**config.mk**
```make
export PLATFORM = sky130hd
export DESIGN_NAME = rsfs_device_flat
export DESIGN_NICKNAME = d
export VERILOG_FILES = /design/src/rsfs_pkg.sv /design/src/rsfs_if.sv /design/src/rsfs_sync_edge.sv /design/src/rsfs_device.sv /design/src/flat_wrapper.sv
export VERILOG_INCLUDE_DIRS = /design/src
export SDC_FILE = /design/constraint.sdc
export NUM_CORES = 1
export LEC_CHECK = 0
export BUFFER_PORTS_ARGS = -buffer_cell sky130_fd_sc_hd__buf_2
export CELL_PAD_IN_SITES_DETAIL_PLACEMENT = 1
export CELL_PAD_IN_SITES_GLOBAL_PLACEMENT = 1
export CORE_UTILIZATION = 46
export DETAILED_ROUTE_END_ITERATION = 7
export MAX_ROUTING_LAYER = met4
export PLACE_DENSITY = 0.85
export SLEW_MARGIN = 20
export SYNTH_ARGS = -nofsm -noshare
export SYNTH_HDL_FRONTEND = slang
export SYNTH_SLANG_ARGS = --single-unit
```
**constraint.sdc**
```tcl
create_clock -name clock -period 3.7 [get_ports clock]
set_input_delay 0.37 -clock clock [delete_from_list [all_inputs] [get_ports clock]]
set_output_delay 0.37 -clock clock [all_outputs]
set_load 0.005 [all_outputs]
```
**src/rsfs_regs.svh**
```systemverilog
/*
 Timing counts of the reset, standby and frame sync controller, in lines or in reference
 clock cycles (50 MHz, 20 ns). Assumes inclusion by bare name from design files.
*/
`ifndef RSFS_REGS_SVH
`define RSFS_REGS_SVH

`define RSFS_CNT_W            16
`define RSFS_HARD_RESET_CYC   16'h0032
`define RSFS_CLK_HOLD_CYC     16'h000A
`define RSFS_FIRST_ACCESS_CYC 16'h0064
`define RSFS_SYNC_PULSE_CYC   16'h0003
`define RSFS_SOFT_RESET_CYC   16'h0014
`define RSFS_LINE_CYC         16'h0010
`define RSFS_PRE_FV_LINES     16'h0008
`define RSFS_EXPOSURE_LINES   16'h0004
`define RSFS_SENSOR_DLY_LINES 16'h0002
`define RSFS_FRAME_LINES      16'h0006
`define RSFS_BLANK_LINES      16'h0002
`define RSFS_PRE_FV_CYC       ((`RSFS_PRE_FV_LINES + `RSFS_EXPOSURE_LINES + `RSFS_SENSOR_DLY_LINES) * `RSFS_LINE_CYC)
`define RSFS_ACTIVE_CYC       (`RSFS_FRAME_LINES * `RSFS_LINE_CYC)
`define RSFS_BLANK_CYC        (`RSFS_BLANK_LINES * `RSFS_LINE_CYC)

`endif

```
**src/rsfs_pkg.sv**
```systemverilog
/*
 Types shared by both ends of the reset, standby and frame sync controller.
 Assumes nothing of its surroundings.
*/
package rsfs_pkg;

   typedef enum logic [2:0] {
      DEV_RESET, DEV_BOOT, DEV_IDLE, DEV_WAIT,
      DEV_FRAME, DEV_BLANK, DEV_STANDBY, DEV_SOFT
   } rsfs_dev_state_t;

   typedef enum logic [2:0] {
      HOST_RESET, HOST_RELEASE, HOST_READY, HOST_STANDBY, HOST_SYNC
   } rsfs_host_state_t;

endpackage : rsfs_pkg

```
**src/rsfs_if.sv**
```systemverilog
/*
 Link between the controlling party and the camera controller.
 Assumes both ends run on the same reference clock; the trigger, frame valid
 and pixel clock pins each have an active-low output enable beside them.
*/
interface rsfs_if;
   logic reset_n;
   logic standby;
   logic frame_sync;
   logic soft_reset_req;
   logic trig_continuous;
   logic serial_ready;
   logic trigger_out;
   logic trigger_out_oe_n;
   logic frame_valid_out;
   logic frame_valid_out_oe_n;
   logic pixel_clock_out;
   logic pixel_clock_out_oe_n;

   modport dev (
      input  reset_n, standby, frame_sync, soft_reset_req, trig_continuous,
      output serial_ready, trigger_out, trigger_out_oe_n, frame_valid_out,
      output frame_valid_out_oe_n, pixel_clock_out, pixel_clock_out_oe_n
   );

   modport host (
      output reset_n, standby, frame_sync, soft_reset_req, trig_continuous,
      input  serial_ready, trigger_out, trigger_out_oe_n, frame_valid_out,
      input  frame_valid_out_oe_n, pixel_clock_out, pixel_clock_out_oe_n
   );
endinterface : rsfs_if

```
**src/rsfs_sync_edge.sv**
```systemverilog
/*
 Two-stage synchroniser with rising edge detect for the sync pulse input.
 Assumes a synchronous active-high reset on the same clock.
*/
module rsfs_sync_edge (
   input  wire logic clock,
   input  wire logic rst,
   input  wire logic async_in,
   output logic      level,
   output logic      rise
);
   logic meta_reg;
   logic sync_reg;
   logic last_reg;

   // A held level yields a single rise pulse
   always_ff @(posedge clock) begin
      if (rst) begin
         meta_reg <= 1'b0;
         sync_reg <= 1'b0;
         last_reg <= 1'b0;
      end else begin
         meta_reg <= async_in;
         sync_reg <= meta_reg;
         last_reg <= sync_reg;
      end
   end

   assign level = sync_reg;
   assign rise  = sync_reg & ~last_reg;
endmodule : rsfs_sync_edge

```
**src/rsfs_device.sv**
```systemverilog
/*
 Camera end of the reset, standby and frame sync controller: hard reset,
 soft reset, hard standby and sync-triggered frame timing. Assumes the
 reference clock drives clock and all link inputs are synchronous to it.
*/
`include "rsfs_regs.svh"

module rsfs_device (
   input  wire logic                clock,
   input  wire logic                rst,
   rsfs_if.dev                      link,
   output rsfs_pkg::rsfs_dev_state_t dev_state,
   output logic                     streaming,
   output logic                     in_standby,
   output logic                     frame_done
);
   import rsfs_pkg::*;

   rsfs_dev_state_t         state_reg;
   rsfs_dev_state_t         state_next;
   logic [`RSFS_CNT_W-1:0]  cnt_reg;
   logic [`RSFS_CNT_W-1:0]  cnt_next;
   logic                    cont_reg;
   logic                    cont_next;
   logic                    fv_reg;
   logic                    trig_reg;
   logic                    pclk_reg;
   logic                    oe_n_reg;
   logic                    ready_reg;
   logic                    stream_reg;
   logic                    stby_reg;
   logic                    done_reg;
   logic                    sync_level;
   logic                    sync_rise;
   logic                    hard_rst;
   logic                    boot_end;
   logic                    pre_end;
   logic                    active_end;
   logic                    blank_end;
   logic                    soft_end;

   rsfs_sync_edge u_sync (
      .clock    (clock),
      .rst      (rst),
      .async_in (link.frame_sync),
      .level    (sync_level),
      .rise     (sync_rise)
   );

   function automatic logic at_last(input logic [`RSFS_CNT_W-1:0] cnt,
                                    input logic [`RSFS_CNT_W-1:0] len);
      at_last = (cnt == len - 16'h0001);
   endfunction : at_last

   // Reset pin is sampled like any other synchronous input
   assign hard_rst   = ~link.reset_n;
   assign boot_end   = at_last(cnt_reg, `RSFS_FIRST_ACCESS_CYC);
   // Fixed latency from the sync edge keeps cameras lock-stepped
   assign pre_end    = at_last(cnt_reg, 16'(`RSFS_PRE_FV_CYC));
   assign active_end = at_last(cnt_reg, 16'(`RSFS_ACTIVE_CYC));
   assign blank_end  = at_last(cnt_reg, 16'(`RSFS_BLANK_CYC));
   assign soft_end   = at_last(cnt_reg, `RSFS_SOFT_RESET_CYC);

   always_comb begin
      state_next = state_reg;
      cnt_next   = cnt_reg + 16'h0001;
      cont_next  = cont_reg;
      if (hard_rst) begin
         state_next = DEV_RESET;
         cnt_next   = 16'h0000;
         cont_next  = 1'b0;
      end else begin
         case (state_reg)
            DEV_RESET: begin
               state_next = DEV_BOOT;
               cnt_next   = 16'h0000;
            end
            DEV_BOOT: begin
               if (boot_end) begin
                  state_next = DEV_IDLE;
                  cnt_next   = 16'h0000;
               end
            end
            DEV_IDLE: begin
               cnt_next = 16'h0000;
               if (link.standby) begin
                  state_next = DEV_STANDBY;
               end else if (link.soft_reset_req) begin
                  state_next = DEV_SOFT;
               end else if (sync_rise) begin
                  state_next = DEV_WAIT;
                  cont_next  = link.trig_continuous;
               end
            end
            DEV_WAIT: begin
               if (link.soft_reset_req) begin
                  state_next = DEV_SOFT;
                  cnt_next   = 16'h0000;
               end else if (link.standby) begin
                  state_next = DEV_STANDBY;
                  cnt_next   = 16'h0000;
               end else if (pre_end) begin
                  state_next = DEV_FRAME;
                  cnt_next   = 16'h0000;
               end
            end
            DEV_FRAME: begin
               // Standby lets the current frame finish, well inside two frames
               if (link.soft_reset_req) begin
                  state_next = DEV_SOFT;
                  cnt_next   = 16'h0000;
               end else if (active_end) begin
                  state_next = DEV_BLANK;
                  cnt_next   = 16'h0000;
               end
            end
            DEV_BLANK: begin
               if (link.soft_reset_req) begin
                  state_next = DEV_SOFT;
                  cnt_next   = 16'h0000;
               end else if (blank_end) begin
                  cnt_next = 16'h0000;
                  if (link.standby) begin
                     state_next = DEV_STANDBY;
                  end else if (cont_reg) begin
                     state_next = DEV_FRAME;
                  end else begin
                     state_next = DEV_IDLE;
                  end
               end
            end
            DEV_STANDBY: begin
               cnt_next = 16'h0000;
               if (!link.standby) begin
                  state_next = DEV_IDLE;
                  cont_next  = 1'b0;
               end
            end
            DEV_SOFT: begin
               cont_next = 1'b0;
               if (soft_end) begin
                  state_next = DEV_IDLE;
                  cnt_next   = 16'h0000;
               end
            end
            default: begin
               state_next = DEV_RESET;
               cnt_next   = 16'h0000;
            end
         endcase
      end
   end

   always_ff @(posedge clock) begin
      if (rst) begin
         state_reg <= DEV_RESET;
         cnt_reg   <= 16'h0000;
         cont_reg  <= 1'b0;
      end else begin
         state_reg <= state_next;
         cnt_reg   <= cnt_next;
         cont_reg  <= cont_next;
      end
   end

   // Pins stay released from the reset state until boot starts
   always_ff @(posedge clock) begin
      if (rst) begin
         oe_n_reg  <= 1'b1;
         fv_reg    <= 1'b0;
         trig_reg  <= 1'b0;
         pclk_reg  <= 1'b0;
         ready_reg <= 1'b0;
      end else begin
         oe_n_reg  <= (state_next == DEV_RESET);
         fv_reg    <= (state_next == DEV_FRAME);
         trig_reg  <= sync_level & (state_next != DEV_RESET);
         pclk_reg  <= (state_next == DEV_RESET) ? 1'b0 : ~pclk_reg;
         ready_reg <= (state_next != DEV_RESET) && (state_next != DEV_BOOT);
      end
   end

   always_ff @(posedge clock) begin
      if (rst) begin
         stream_reg <= 1'b0;
         stby_reg   <= 1'b0;
         done_reg   <= 1'b0;
      end else begin
         stream_reg <= (state_next == DEV_WAIT) || (state_next == DEV_FRAME)
                       || (state_next == DEV_BLANK);
         stby_reg   <= (state_next == DEV_STANDBY);
         done_reg   <= (state_reg == DEV_FRAME) && (state_next != DEV_FRAME);
      end
   end

   assign link.serial_ready         = ready_reg;
   assign link.trigger_out          = trig_reg;
   assign link.trigger_out_oe_n     = oe_n_reg;
   assign link.frame_valid_out      = fv_reg;
   assign link.frame_valid_out_oe_n = oe_n_reg;
   assign link.pixel_clock_out      = pclk_reg;
   assign link.pixel_clock_out_oe_n = oe_n_reg;
   assign dev_state                 = state_reg;
   assign streaming                 = stream_reg;
   assign in_standby                = stby_reg;
   assign frame_done                = done_reg;
endmodule : rsfs_device

```
**src/flat_wrapper.sv**
```systemverilog
// flat-port wrapper written by rule: the top's interface ports become plain ports
module rsfs_device_flat import rsfs_pkg::*;
  (clock, rst, dev_state, streaming, in_standby, frame_done, link_reset_n, link_standby, link_frame_sync, link_soft_reset_req, link_trig_continuous, link_serial_ready, link_trigger_out, link_trigger_out_oe_n, link_frame_valid_out, link_frame_valid_out_oe_n, link_pixel_clock_out, link_pixel_clock_out_oe_n);
  rsfs_if link_i ();
  input  wire logic clock;
  input  wire logic rst;
  output rsfs_pkg::rsfs_dev_state_t dev_state;
  output logic streaming;
  output logic in_standby;
  output logic frame_done;
  input wire logic [$bits(link_i.reset_n)-1:0] link_reset_n;
  input wire logic [$bits(link_i.standby)-1:0] link_standby;
  input wire logic [$bits(link_i.frame_sync)-1:0] link_frame_sync;
  input wire logic [$bits(link_i.soft_reset_req)-1:0] link_soft_reset_req;
  input wire logic [$bits(link_i.trig_continuous)-1:0] link_trig_continuous;
  output wire logic [$bits(link_i.serial_ready)-1:0] link_serial_ready;
  output wire logic [$bits(link_i.trigger_out)-1:0] link_trigger_out;
  output wire logic [$bits(link_i.trigger_out_oe_n)-1:0] link_trigger_out_oe_n;
  output wire logic [$bits(link_i.frame_valid_out)-1:0] link_frame_valid_out;
  output wire logic [$bits(link_i.frame_valid_out_oe_n)-1:0] link_frame_valid_out_oe_n;
  output wire logic [$bits(link_i.pixel_clock_out)-1:0] link_pixel_clock_out;
  output wire logic [$bits(link_i.pixel_clock_out_oe_n)-1:0] link_pixel_clock_out_oe_n;
  assign link_i.reset_n = link_reset_n;
  assign link_i.standby = link_standby;
  assign link_i.frame_sync = link_frame_sync;
  assign link_i.soft_reset_req = link_soft_reset_req;
  assign link_i.trig_continuous = link_trig_continuous;
  assign link_serial_ready = link_i.serial_ready;
  assign link_trigger_out = link_i.trigger_out;
  assign link_trigger_out_oe_n = link_i.trigger_out_oe_n;
  assign link_frame_valid_out = link_i.frame_valid_out;
  assign link_frame_valid_out_oe_n = link_i.frame_valid_out_oe_n;
  assign link_pixel_clock_out = link_i.pixel_clock_out;
  assign link_pixel_clock_out_oe_n = link_i.pixel_clock_out_oe_n;
  rsfs_device u_core (.clock(clock), .rst(rst), .link(link_i), .dev_state(dev_state), .streaming(streaming), .in_standby(in_standby), .frame_done(frame_done));
endmodule
```
Yosys cells after proc, flatten, opt, wreduce, memory -nomap -nowiden
Cells that the tools add are included.
{"block": "word_totals", "register_bits": 31, "inputBits": 7, "output_inout_bits": 13, "elab_cells": 86}
{"block": "classes", "add_sub_neg": 1, "n_eq_ne": 22, "mux": 32, "bitwise": 5, "n_reduce_logical": 12}
{"cell": "2-to-1 mux 16 bit", "n": 9}
{"cell": "one-hot mux 16 bit (6 select lines)", "n": 1}
{"cell": "2-to-1 mux 3 bit", "n": 16}
{"cell": "equality test 16 x 5 -> 1 bit (second input constant)", "n": 2}
{"cell": "equality test 16 x 7 -> 1 bit (second input constant)", "n": 2}
{"cell": "one-hot mux 3 bit (8 select lines)", "n": 1}
{"cell": "equality test 3 bit (second input constant)", "n": 7}
{"cell": "adder 16 x 1 -> 16 bit (second input constant)", "n": 1}
{"cell": "equality test 16 x 8 -> 1 bit (second input constant)", "n": 1}
{"cell": "equality test 3 x 2 -> 1 bit (second input constant)", "n": 3}
{"cell": "logical NOT 3 bit", "n": 2}
{"cell": "!= test 2 bit (second input constant)", "n": 3}
{"cell": "nonzero test 3 bit", "n": 2}
{"cell": "AND reduction 5 bit", "n": 1}
{"cell": "2-to-1 mux 1 bit", "n": 4}
{"cell": "OR reduction 2 bit", "n": 2}
{"cell": "equality test 3 x 1 -> 1 bit (second input constant)", "n": 1}
{"cell": "!= test 3 x 1 -> 1 bit (second input constant)", "n": 1}
{"cell": "!= test 3 bit (second input constant)", "n": 1}
{"cell": "NOT 1 bit", "n": 3}
{"cell": "one-hot mux 1 bit (3 select lines)", "n": 1}
{"cell": "OR reduction 3 bit", "n": 1}
{"cell": "bitwise AND 1 bit", "n": 2}
{"cell": "logical AND 1 bit", "n": 2}
{"cell": "2 further kinds", "n": 3}

Depth between registers and ports, before layout
Gate-level depths: netlist of run 1.
{"block": "logic_depth", "ltp_word": 10, "ltp_mapped": 8, "ltp_nobuf": 7}

Cells and area by module
From an unflattened synthesis of run 1, not the netlist that was laid out.
{"block": "unflattened", "hier_cells": 185, "area_unflattened_um2": 1661.6}
{"mod": "rsfs_device", "n_inst": 1, "cells_per_inst": 178, "area_each_um2": 1574.0, "seq_area_each_um2": 560.5}
{"mod": "rsfs_sync_edge", "n_inst": 1, "cells_per_inst": 7, "area_each_um2": 87.6, "seq_area_each_um2": 60.1}

Least setup slack after synthesis of run 1
No wires, ideal clock.
{"block": "synth_path", "path_kind": "register -> register", "startpoint": "register u_core.cnt_reg[14]", "endpoint": "register u_core.cnt_reg[8]", "setup_ps": 115, "arrival_ps": 1985, "required_time_ps": 3585, "setup_slack_ps": 1599, "stages_incl_launch_ff": 8, "n_path_buf": 1, "period_less_slack_ps": 2101, "cell_sequence": "dfxtp_1 > or4_4 > nor4_4 > or3_2 > a21oi_2 > o31ai_4 > buf_8 > nor2_2"}
{"block": "synth_between", "elab_chain_cells": 5, "elab_cells_between_ends": 15, "classes_between": "eq/ne: 5; mux: 10"}
{"element": "from (decl)", "line": "rsfs_device.sv:21", "source": "logic [`RSFS_CNT_W-1:0] cnt_reg;"}
{"element": "from (signal assigned)", "line": "rsfs_device.sv:161", "source": "cnt_reg <= cnt_next;"}
{"element": "equality test 16 x 8 -> 1 bit", "line": "rsfs_device.sv:52", "source": "at_last = (cnt == len - 16'h0001);"}
{"element": "2-to-1 mux 16 bit", "line": "rsfs_device.sv:102", "source": "end else if (pre_end) begin"}
{"element": "2-to-1 mux 16 bit", "line": "rsfs_device.sv:99", "source": "end else if (link.standby) begin"}
{"element": "2-to-1 mux 16 bit", "line": "rsfs_device.sv:96", "source": "if (link.soft_reset_req) begin"}
{"element": "one-hot mux 16 bit (6 select lines) *", "line": "rsfs_device.sv:73", "source": "case (state_reg)"}
Every way passes the cells marked *; elsewhere a longest branch is shown, timed or not.
A chain may end at the register's enable or synchronous reset.

Final worst setup path of run 1
{"block": "layout_path", "startpoint": "register u_core.cnt_reg[10]", "endpoint": "register u_core.cnt_reg[5]"}
The elaborated chain is that of the path after synthesis.

==> key figures, run 1 <==
Floorplanning
  • Initial cell density of the core: 48.1%
  • Top-level I/O count: 20
  • Row count: 21
  • Total die area: 0.00373 sq mm
  • Total core area: 0.00334 sq mm
  • DIE HEIGHT: 61.1 microns
  • Die width: 61.1 microns

Finish
  • Max reg flops: 16
  • Commonest non-fill, non-tap cell in the layout: dfxtp_1
  • Area Growth Syn to Fin: 9.35%
  • Fin nets: 211
  • Most frequent cells in the layout: dfxtp_1, buf_2, nor2_1, nand2_1, xnor2_1
  • Fillers: 430
  • Share of cells above drive strength 1: 23.0%
  • Final Util: 52.6%
  • Number of diodes: 0
  • Post-route insts no fill: 250

Route
  • DR WL/cell: 15.4 microns
  • DRT iter0 DRCs: 71
  • Post-route DRC: 0
  • Pre-antenna DRT Iters: 4
  • Vias: 1381
  • Remaining antenna violation count: 0
  • DRT Wirelength: 3.86 mm
  • DR vias/cell: 5.52

Synthesis
  • Sequential share of the synthesized area: 38.7%
  • Syn_area_per_cell: 8.63 sq um
  • Syn Nets: 194
  • Ys async rst share: 0%
  • Cells after synthesis: 186
  • Seq cells post-synth: 31
  • Synth unique cells: 45
  • Synth top area share: 38.7%
  • Synth area leaders: dfxtp_1, xnor2_1, nor2_2, nor2_1, nor3_1
  • Post-Syn Area: 0.00161 sq mm
  • Post-synth EDFFs: 0
  • Synth area leader: dfxtp_1
  • Synth Flop Type: dfxtp_1
  • Synth Warn #: 0

Power and ir drop
  • P_sw: 137 uW
  • Switching Fraction: 24.5%
  • Pint: 422 uW
  • Worst vdd ir: 148 uV
  • Leak Pwr: 0.000589 uW
  • Clock group share of total power: 34.3%
  • Logic pwr share: 4.8%
  • Pwr Density: 318 mW/mm^2
  • Sequential power share: 61.0%

Clock tree
  • Worst-Skew Late Latency: 340 ps
  • Hold-fix buffers, CTS: 0
  • Worst-path clk slew: 100 ps
  • Post-cts resize count: 0
  • CTS tree: built
  • Root Buffer: clkbuf_4
  • CTS Buf Count: 5
  • Clock tree buffer depth: 2
  • Post-CTS Setup Bufs: 0
  • Htree depth: 2
  • Clk sinks: 31

Critical path
  • Max stage delay on crit path: 780 ps
  • Reg2Reg Setup Slack: 1060 ps
  • RR Endpoint: u_core.cnt_reg[5]
  • CP Launch Type: register
  • Crit path DAT: 2830 ps
  • Critical-path top delay cell: o31ai_4
  • FF-to-FF path depth: 6
  • Buf/Inv on CP: 0
  • CP endpoint kind: register
  • Setup crit end: u_core.cnt_reg[5]
  • Crit-path cells: nor4_1 > nand4_1 > o21bai_1 > a21oi_2 > o31ai_4 > nor3_1
  • CP Data Required Time: 3900 ps
  • Launch point of the worst path: u_core.cnt_reg[10]
  • CP max FO: 16
  • Crit-path leading delay family: compound AO/OA/AOI/OAI gates
  • Instance count on the critical path: 6
  • Worst r2r src: u_core.cnt_reg[10]
  • Worst setup path category: register to register

Global routing
  • First-pass GRT wire length: 6.00 mm
  • Initial antenna violation count: 0
  • Pin count of the biggest net entering global routing: 17
  • Tot GR Track Use: 23.5%
  • Gr ovfl total: 0
  • Vias in the first global route: 1303

Placement
  • Dpl cells: 242
  • GP Congestion: 0.864
  • # port buffers: 19
  • Post-DP HPWL: 2.91 mm

Timing
  • Worst-Margin Slew: 885 ps
  • Period minus WS final: 2640 ps
  • Slew Viols, Final: 0
  • Fin. Hold Viols: 0
  • Worst clock skew: 5.75 ps
  • Period Utilization, post-route: 71.3%
  • Setup TNS: 0 ps
  • Fmax: 379 MHz
  • Unrepaired setup endpoints after global routing: false
  • Slew headroom: 41.0%
  • Final Setup Violations: 0

Worst hold path
  • Min-Delay Path Depth: 2
  • Class of the worst hold path: input port to register

Outcome
  • Status: complete, no violations

Flow run
  • MaxCap Viol Count: 0
==> worst min path at each step <==
stage / from / end
2_1_floorplan: u_core.u_sync.meta_reg / u_core.u_sync.level
3_3_place_gp: u_core.link.pixel_clock_out / u_core.link.pixel_clock_out
3_5_place_dp: u_core.link.pixel_clock_out / u_core.link.pixel_clock_out
4_1_cts: rst / u_core.u_sync.level
5_1_grt: link_frame_sync / u_core.u_sync.meta_reg
6_report: rst / u_core.u_sync.level
==> per-stage QoR <==
stage / hold WS, ps / total power [uW] / setup WS, ps / instance area [sq um]
floorplan: 414 / 365 / 1600 / 1610
finish: 260 / 559 / 1060 / 1760
global placement: 395 / 373 / 1190 / 1710
CTS: 254 / 563 / 1070 / 1760
global route: 256 / 581 / 845 / 1760
detailed placement: 404 / 375 / 1070 / 1710
==> cells in the mapped netlist (2+ instances only) <==
library cell	instances
dfxtp_1	31
nor2_1	15
nand2_1	12
xnor2_1	12
nor3_1	11
nor2_2	10
nand4_1	8
inv_1	7
nand3_1	7
nor2b_1	7
clkbuf_1	6
nand2b_1	6
a21oi_1	4
nor4_1	4
o21ai_0	4
and3_1	3
nor3b_1	3
xor2_1	3
a31oi_1	2
and2_1	2
buf_4	2
o21bai_1	2
or3_1	2
or4_4	2
==> area by class of cell <==
class / instances / area [sq um] / area share [%]
Sequential cell: 31 / 621 / 35.4
Tap cell: 46 / 57.6 / 3.28
Inverter: 7 / 26.3 / 1.50
Timing Repair Buffer: 19 / 95.1 / 5.42
Clock inverter: 1 / 5.00 / 0.285
Clock buffer: 7 / 45.0 / 2.57
Multi-Input combinational cell: 139 / 906 / 51.6
==> cells by family after synthesis <==
family	Yosys count	share of synthesized area (%)
AND/OR/NAND/NOR	101	36.9
flip-flops	31	38.7
XOR/XNOR	15	8.18
buffers and inverters	16	4.91
AO/OA/AOI/OAI	22	10.6
adder cells (fa/ha/maj)	1	0.779
==> metal layers <==
metal	GRT usage [%]	part of all wire, %	vias to the layer above
li1	-	-	682
met1	25.7	43	657
met2	38.4	51	33
met3	6.51	4.1	9
met4	13.0	2.1	0
met5	-	0	-
==> power by group through the flow <==
stage	Sequential, uW	Clock, uW	Combinational [uW]
global route	342	210	29.5
detailed placement	348	0	26.6
global placement	348	0	25.1
floorplan	347	0	18.0
CTS	341	196	26.8
finish	341	191	26.7
(Power assumes the default switching activity.)
==> run 2: changes to the inputs <==
ABC_AREA = 1   (was default)
CORE_UTILIZATION = 40   (was 46)
PLACE_DENSITY = 0.8   (was 0.85)
clock period = 2.6 ns   (was 3.7 ns; I/O delays follow)
==> run 2 against run 1 <==
Effect of this change: worst hold slack got worse by 72 ps; first-iteration DRC count decreased by 28%; routed wire length up 6.3%; sequential power increased by 42%; largest power group unchanged; core utilization fell by 3.8 points; clock skew up 1.1 ps; clock power up 130%; combinational power increased by 61%; setup slack worse by 250 ps.
==> key figures, run 2 <==
Synthesis
  • Synth top area share: 37.8%
  • Synth area leaders: dfxtp_1, nand2_1, nor2_1, inv_1, nand3_1
  • Seq cells post-synth: 31
  • Sequential share of the synthesized area: 37.8%
  • Ys async rst share: 0%
  • Top cells by count, synth: nand2_1, nor2_1, inv_1
  • Synth area leader: dfxtp_1
  • Synth Area in Adders: 0.762%
  • Post-synth EDFFs: 0
  • Cells after synthesis: 248
  • Compound-Gate Fraction of Synth Area: 3.58%
  • Count leader, synth: nand2_1
  • Syn Nets: 256
  • Post-synthesis mux area share: 0%
  • Synth unique cells: 26
  • Synth Warn #: 0
  • Simple logic cell fraction of the synthesized area: 42.8%
  • Syn_area_per_cell: 6.62 sq um
  • Synth Area in XOR/XNOR: 4.27%
  • Post-Syn Area: 0.00164 sq mm
  • Largest family of logic cells by synthesized area: simple AND/OR/NAND/NOR gates
  • Synth Flop Type: dfxtp_1

Finish
  • Most frequent cells in the layout: nand2_1, nor2_1, inv_1, dfxtp_1, buf_2
  • Sequential cell area: 621 sq um
  • Commonest non-fill, non-tap cell in the layout: nand2_1
  • Fin nets: 276
  • Fillers: 538
  • Multi-input logic area: 845 sq um
  • Area Growth Syn to Fin: 12.9%
  • Number of diodes: 0
  • Final Cell Area: 0.00186 sq mm
  • Share of cells above drive strength 1: 15.2%
  • Final Util: 48.8%
  • Max reg flops: 16
  • Post-route insts no fill: 317

Global routing
  • Pin count of the biggest net entering global routing: 15
  • Initial antenna violation count: 0
  • Tot GR Track Use: 22.8%
  • Vias in the first global route: 1557
  • First-pass GRT wire length: 7.20 mm
  • Gr ovfl total: 0

Clock tree
  • CTS tree: built
  • Worst-path clk slew: 70 ps
  • Htree depth: 2
  • Worst-Skew Late Latency: 280 ps
  • Post-CTS Setup Bufs: 0
  • Clock tree buffer depth: 2
  • Root Buffer: clkbuf_8
  • Clk sinks: 31
  • CTS Buf Count: 5
  • Hold-fix buffers, CTS: 0
  • Post-cts resize count: 0

Route
  • DRT Wirelength: 4.10 mm
  • Remaining antenna violation count: 0
  • Pre-antenna DRT Iters: 4
  • Post-route DRC: 0
  • Top sig layer: met4
  • Met1 WL: 2.02 mm
  • DR WL/cell: 12.9 microns
  • DR vias/cell: 4.82
  • DR WL met3: 103 microns
  • Vias: 1529
  • DRT iter0 DRCs: 51
  • Met2 WL: 1.93 mm

Power and ir drop
  • Pwr Density: 516 mW/mm^2
  • Worst vdd ir: 263 uV
  • Leak Pwr: 0.000824 uW

Timing
  • Slew headroom: 74.0%
  • Fin. Hold Viols: 0
  • Worst clock skew: 6.83 ps
  • Final Setup Violations: 0
  • Unrepaired setup endpoints after global routing: false
  • Period Utilization, post-route: 68.7%
  • Period minus WS final: 1790 ps
  • Worst-Margin Slew: 387 ps
  • Setup TNS: 0 ps
  • Slew Viols, Final: 0
  • Fmax: 560 MHz

Flow run
  • MaxCap Viol Count: 0

Critical path
  • CP Data Required Time: 2760 ps
  • CP max FO: 14
  • CP Launch Type: register
  • Worst setup path category: register to register
  • Crit path DAT: 1950 ps
  • CP endpoint kind: register

Placement
  • Placed inst area: 0.00175 sq mm
  • GP Congestion: 0.880
  • # port buffers: 19
  • Dpl cells: 309
  • Post-DP HPWL: 3.20 mm

Floorplanning
  • Die width: 66.1 microns
  • DIE HEIGHT: 66.1 microns
  • Total core area: 0.00380 sq mm
  • Initial cell density of the core: 43.2%
  • Row count: 22
  • Top-level I/O count: 20
  • Total die area: 0.00437 sq mm

Outcome
  • Status: complete, no violations

Worst hold path
  • Class of the worst hold path: input port to register
-- run 2: worst paths after layout --
kind | from | endpoint | slack, ps | cells after the start
worst max-delay path | u_core.cnt_reg[0] | u_core.cnt_reg[15] | 810 | 10
worst min-delay path | link_frame_sync | u_core.u_sync.meta_reg | 190 | 3
worst max register to register | u_core.cnt_reg[0] | u_core.cnt_reg[15] | 810 | 10
worst min register to register | u_core.u_sync.meta_reg | u_core.u_sync.level | 410 | 2
-- run 2: per-layer routing --
layer  GRT usage [%]  vias to the layer above
li1                -                      798
met1            29.7                      709
met2            35.2                       17
met3            4.14                        5
met4            7.98                        0
met5               -                        -
-- run 2: worst max-delay path: stages (launching register included) --
cell and delay, ps:
dfxtp_1 370, ha_1 230, nand3_2 140, nor2_1 200, nand2_1 90, nand2_1 70, nand2_1 50, nand2_1 70
nand3_2 110, nand2_2 260, nor2_1 90
-- run 2: per-stage QoR --
stage	total power (uW)	hold slack, ps	setup slack, ps
2_1_floorplan	523	367	1050
3_3_place_gp	536	390	853
3_5_place_dp	538	411	800
4_1_cts	967	179	784
5_1_grt	998	188	550
6_report	958	189	813
-- run 2: area by class of cell --
type	count	area share [%]
Multi-Input combinational cell	176	45.5
Sequential cell	31	33.4
Inverter	35	7.08
Clock buffer	7	5.19
Timing Repair Buffer	19	5.12
Tap cell	48	3.24
Clock inverter	1	0.405
-- run 2: power by group --
group	leakage [uW]	internal, uW	switching [uW]
Combinational	0.000522	14.6	28.4
Sequential	0.000251	480	3.77
Clock	0.0000505	241	191
-- run 2: cell families after synthesis --
group / after synthesis
AO/OA/AOI/OAI: 11
XOR/XNOR: 8
buffers and inverters: 41
flip-flops: 31
AND/OR/NAND/NOR: 156
adder cells (fa/ha/maj): 1
==> run 3: changes to the inputs <==
clock period = 1.8 ns   (was 2.6 ns; I/O delays follow)
==> run 3 against run 2 <==
Effect of this change: total power rose by 35%; critical path type unchanged; via count rose by 5.8%; highest routed layer unchanged; fmax rose by 4.1%; largest power group unchanged; routed wire length rose by 7.4%; sequential power rose by 44%; sequential share of layout area fell by 1.9 points; critical endpoint is now u_core.cnt_reg[14].
==> key figures, run 3 (synthesized netlist as in run 2, its figures left out) <==
Critical path
  • Instance count on the critical path: 9
  • Crit-path leading delay family: simple AND/OR/NAND/NOR gates
  • Critical-path top delay cell: dfxtp_1
  • Top cell by count, worst path: nor2_1
  • CP max FO: 5
  • CP Launch Type: register
  • CP Data Required Time: 1990 ps
  • Crit path DAT: 1910 ps
  • CP endpoint kind: register
  • FF-to-FF path depth: 9
  • Max stage delay on crit path: 370 ps
  • Worst setup path category: register to register
  • Buf/Inv on CP: 0
  • Crit-path cells: ha_4 > nand3_4 > nor2_4 > nand3_1 > nor2_2 > nand3_2 > nor2_1 > nor2_1 > nor3_1

Timing
  • Post-route setup slack: 83.2 ps
  • Slew Viols, Final: 0
  • Final Setup Violations: 0
  • Period minus WS final: 1720 ps
  • Fin. Hold Viols: 0
  • Slew headroom: 79.1%
  • Hold_ws: 108 ps
  • Period Utilization, post-route: 95.4%
  • Fmax: 582 MHz
  • Worst-Margin Slew: 312 ps
  • Worst clock skew: 3.72 ps

Worst hold path
  • Class of the worst hold path: input port to register
  • Min-Delay Path Depth: 3

Clock tree
  • Htree depth: 2
  • CTS tree: built
  • Hold-fix buffers, CTS: 0
  • Worst-Skew Late Latency: 280 ps
  • Clock tree buffer depth: 2
  • Root Buffer: clkbuf_8
  • CTS Buf Count: 5
  • Worst-path clk slew: 70 ps
  • Clk sinks: 31

Power and ir drop
  • Pwr Density: 656 mW/mm^2
  • P_sw: 314 uW
  • Logic pwr share: 5.4%
  • Switching Fraction: 24.2%
  • Leak Pwr: 0.000910 uW
  • Sequential power share: 53.9%
  • Pint: 984 uW
  • Worst vdd ir: 218 uV
  • Overall Power: 1300 uW
  • Clock group share of total power: 40.8%

Finish
  • Fillers: 526
  • Final Cell Area: 0.00198 sq mm
  • Most frequent cells in the layout: nand2_1, nor2_1, inv_1, dfxtp_1, buf_2
  • Max reg flops: 16
  • Share of cells above drive strength 1: 20.4%
  • Commonest non-fill, non-tap cell in the layout: nand2_1
  • Number of diodes: 0
  • Fin nets: 286
  • Final Util: 52.1%
  • Area Growth Syn to Fin: 20.4%

Placement
  • GP Congestion: 0.847
  • Dpl ws: -2.78 ps
  • Placed inst area: 0.00180 sq mm
  • # port buffers: 19
  • Post-DP HPWL: 3.23 mm

Global routing
  • Initial antenna violation count: 0
  • Tot GR Track Use: 21.9%
  • Gr ovfl total: 0
  • Pin count of the biggest net entering global routing: 15
  • First-pass GRT wire length: 6.96 mm
  • Vias in the first global route: 1533

Route
  • DR WL met3: 108 microns
  • DRT iter0 DRCs: 47
  • Vias: 1617
  • Remaining antenna violation count: 0
  • Pre-antenna DRT Iters: 4
  • Met1 WL: 2.15 mm
  • Top sig layer: met4
  • DR WL/cell: 13.5 microns
  • Met2 WL: 2.09 mm
  • Post-route DRC: 0
  • DR vias/cell: 4.94
  • DRT Wirelength: 4.41 mm

Floorplanning
  • Row count: 22
  • Total die area: 0.00437 sq mm
  • Initial cell density of the core: 43.2%
  • Top-level I/O count: 20
  • DIE HEIGHT: 66.1 microns
  • Total core area: 0.00380 sq mm
  • Die width: 66.1 microns

Outcome
  • Status: complete, no violations

Flow run
  • MaxCap Viol Count: 0
run 3: changes by cell type in the layout (fill, tap and decap cells not counted), sizes merged:
cell and change:
clkbuf -2, buf +10, clkinv +3, clkinvlp -1
run 3: worst paths after layout:
path                                          endpoint  slack, ps                    from
worst max register to register      u_core.cnt_reg[14]         80       u_core.cnt_reg[1]
worst min register to register     u_core.u_sync.level        420  u_core.u_sync.meta_reg
worst min-delay path            u_core.u_sync.meta_reg        110         link_frame_sync
worst max-delay path                u_core.cnt_reg[14]         80       u_core.cnt_reg[1]
run 3: final cells by class:
type	instances	area, sq um	area share, %
Clock buffer	5	68.8	3.48
Sequential cell	31	623	31.5
Tap cell	48	60.1	3.04
Multi-Input combinational cell	176	897	45.4
Inverter	35	131	6.64
Timing Repair Buffer	29	183	9.23
Clock inverter	3	15.0	0.759
run 3: power groups by stage:
stage / clock [uW] / sequential (uW) / combinational, uW
final: 529 / 699 / 69.8
after global routing: 575 / 700 / 78.3
after CTS: 539 / 699 / 69.0
after detailed placement: 0 / 714 / 68.4
after global placement: 0 / 714 / 66.6
after floorplan: 0 / 714 / 41.3
run 3: what timing repair did:
item	CTS	global route
buffers inserted	0	4
pin swaps	0	2
resized for setup	2	12
setup endpoints to repair	11	22
run 3: worst register-to-register path, stage by stage, from the launching register on:
cell     delay, ps
dfxtp_1        370
ha_4           170
nand3_4        130
nor2_4         140
nand3_1        130
nor2_2         170
nand3_2        110
nor2_1         120
nor2_1          60
nor3_1         220
run 3: stage by stage:
| step | setup TNS (ps) | std cells |
|---|---|---|
| final | 0 | 327 |
| after detailed placement | -2.78 | 315 |
| after CTS | 0 | 323 |
| after global routing | -84.1 | 327 |
| after floorplan | 0 | 248 |
| after global placement | 0 | 315 |
run 3: metal layers:
layer	track usage, %	vias up
met5	-	-
met3	4.14	6
met2	34.1	25
met4	8.78	0
met1	28.0	768
li1	-	818
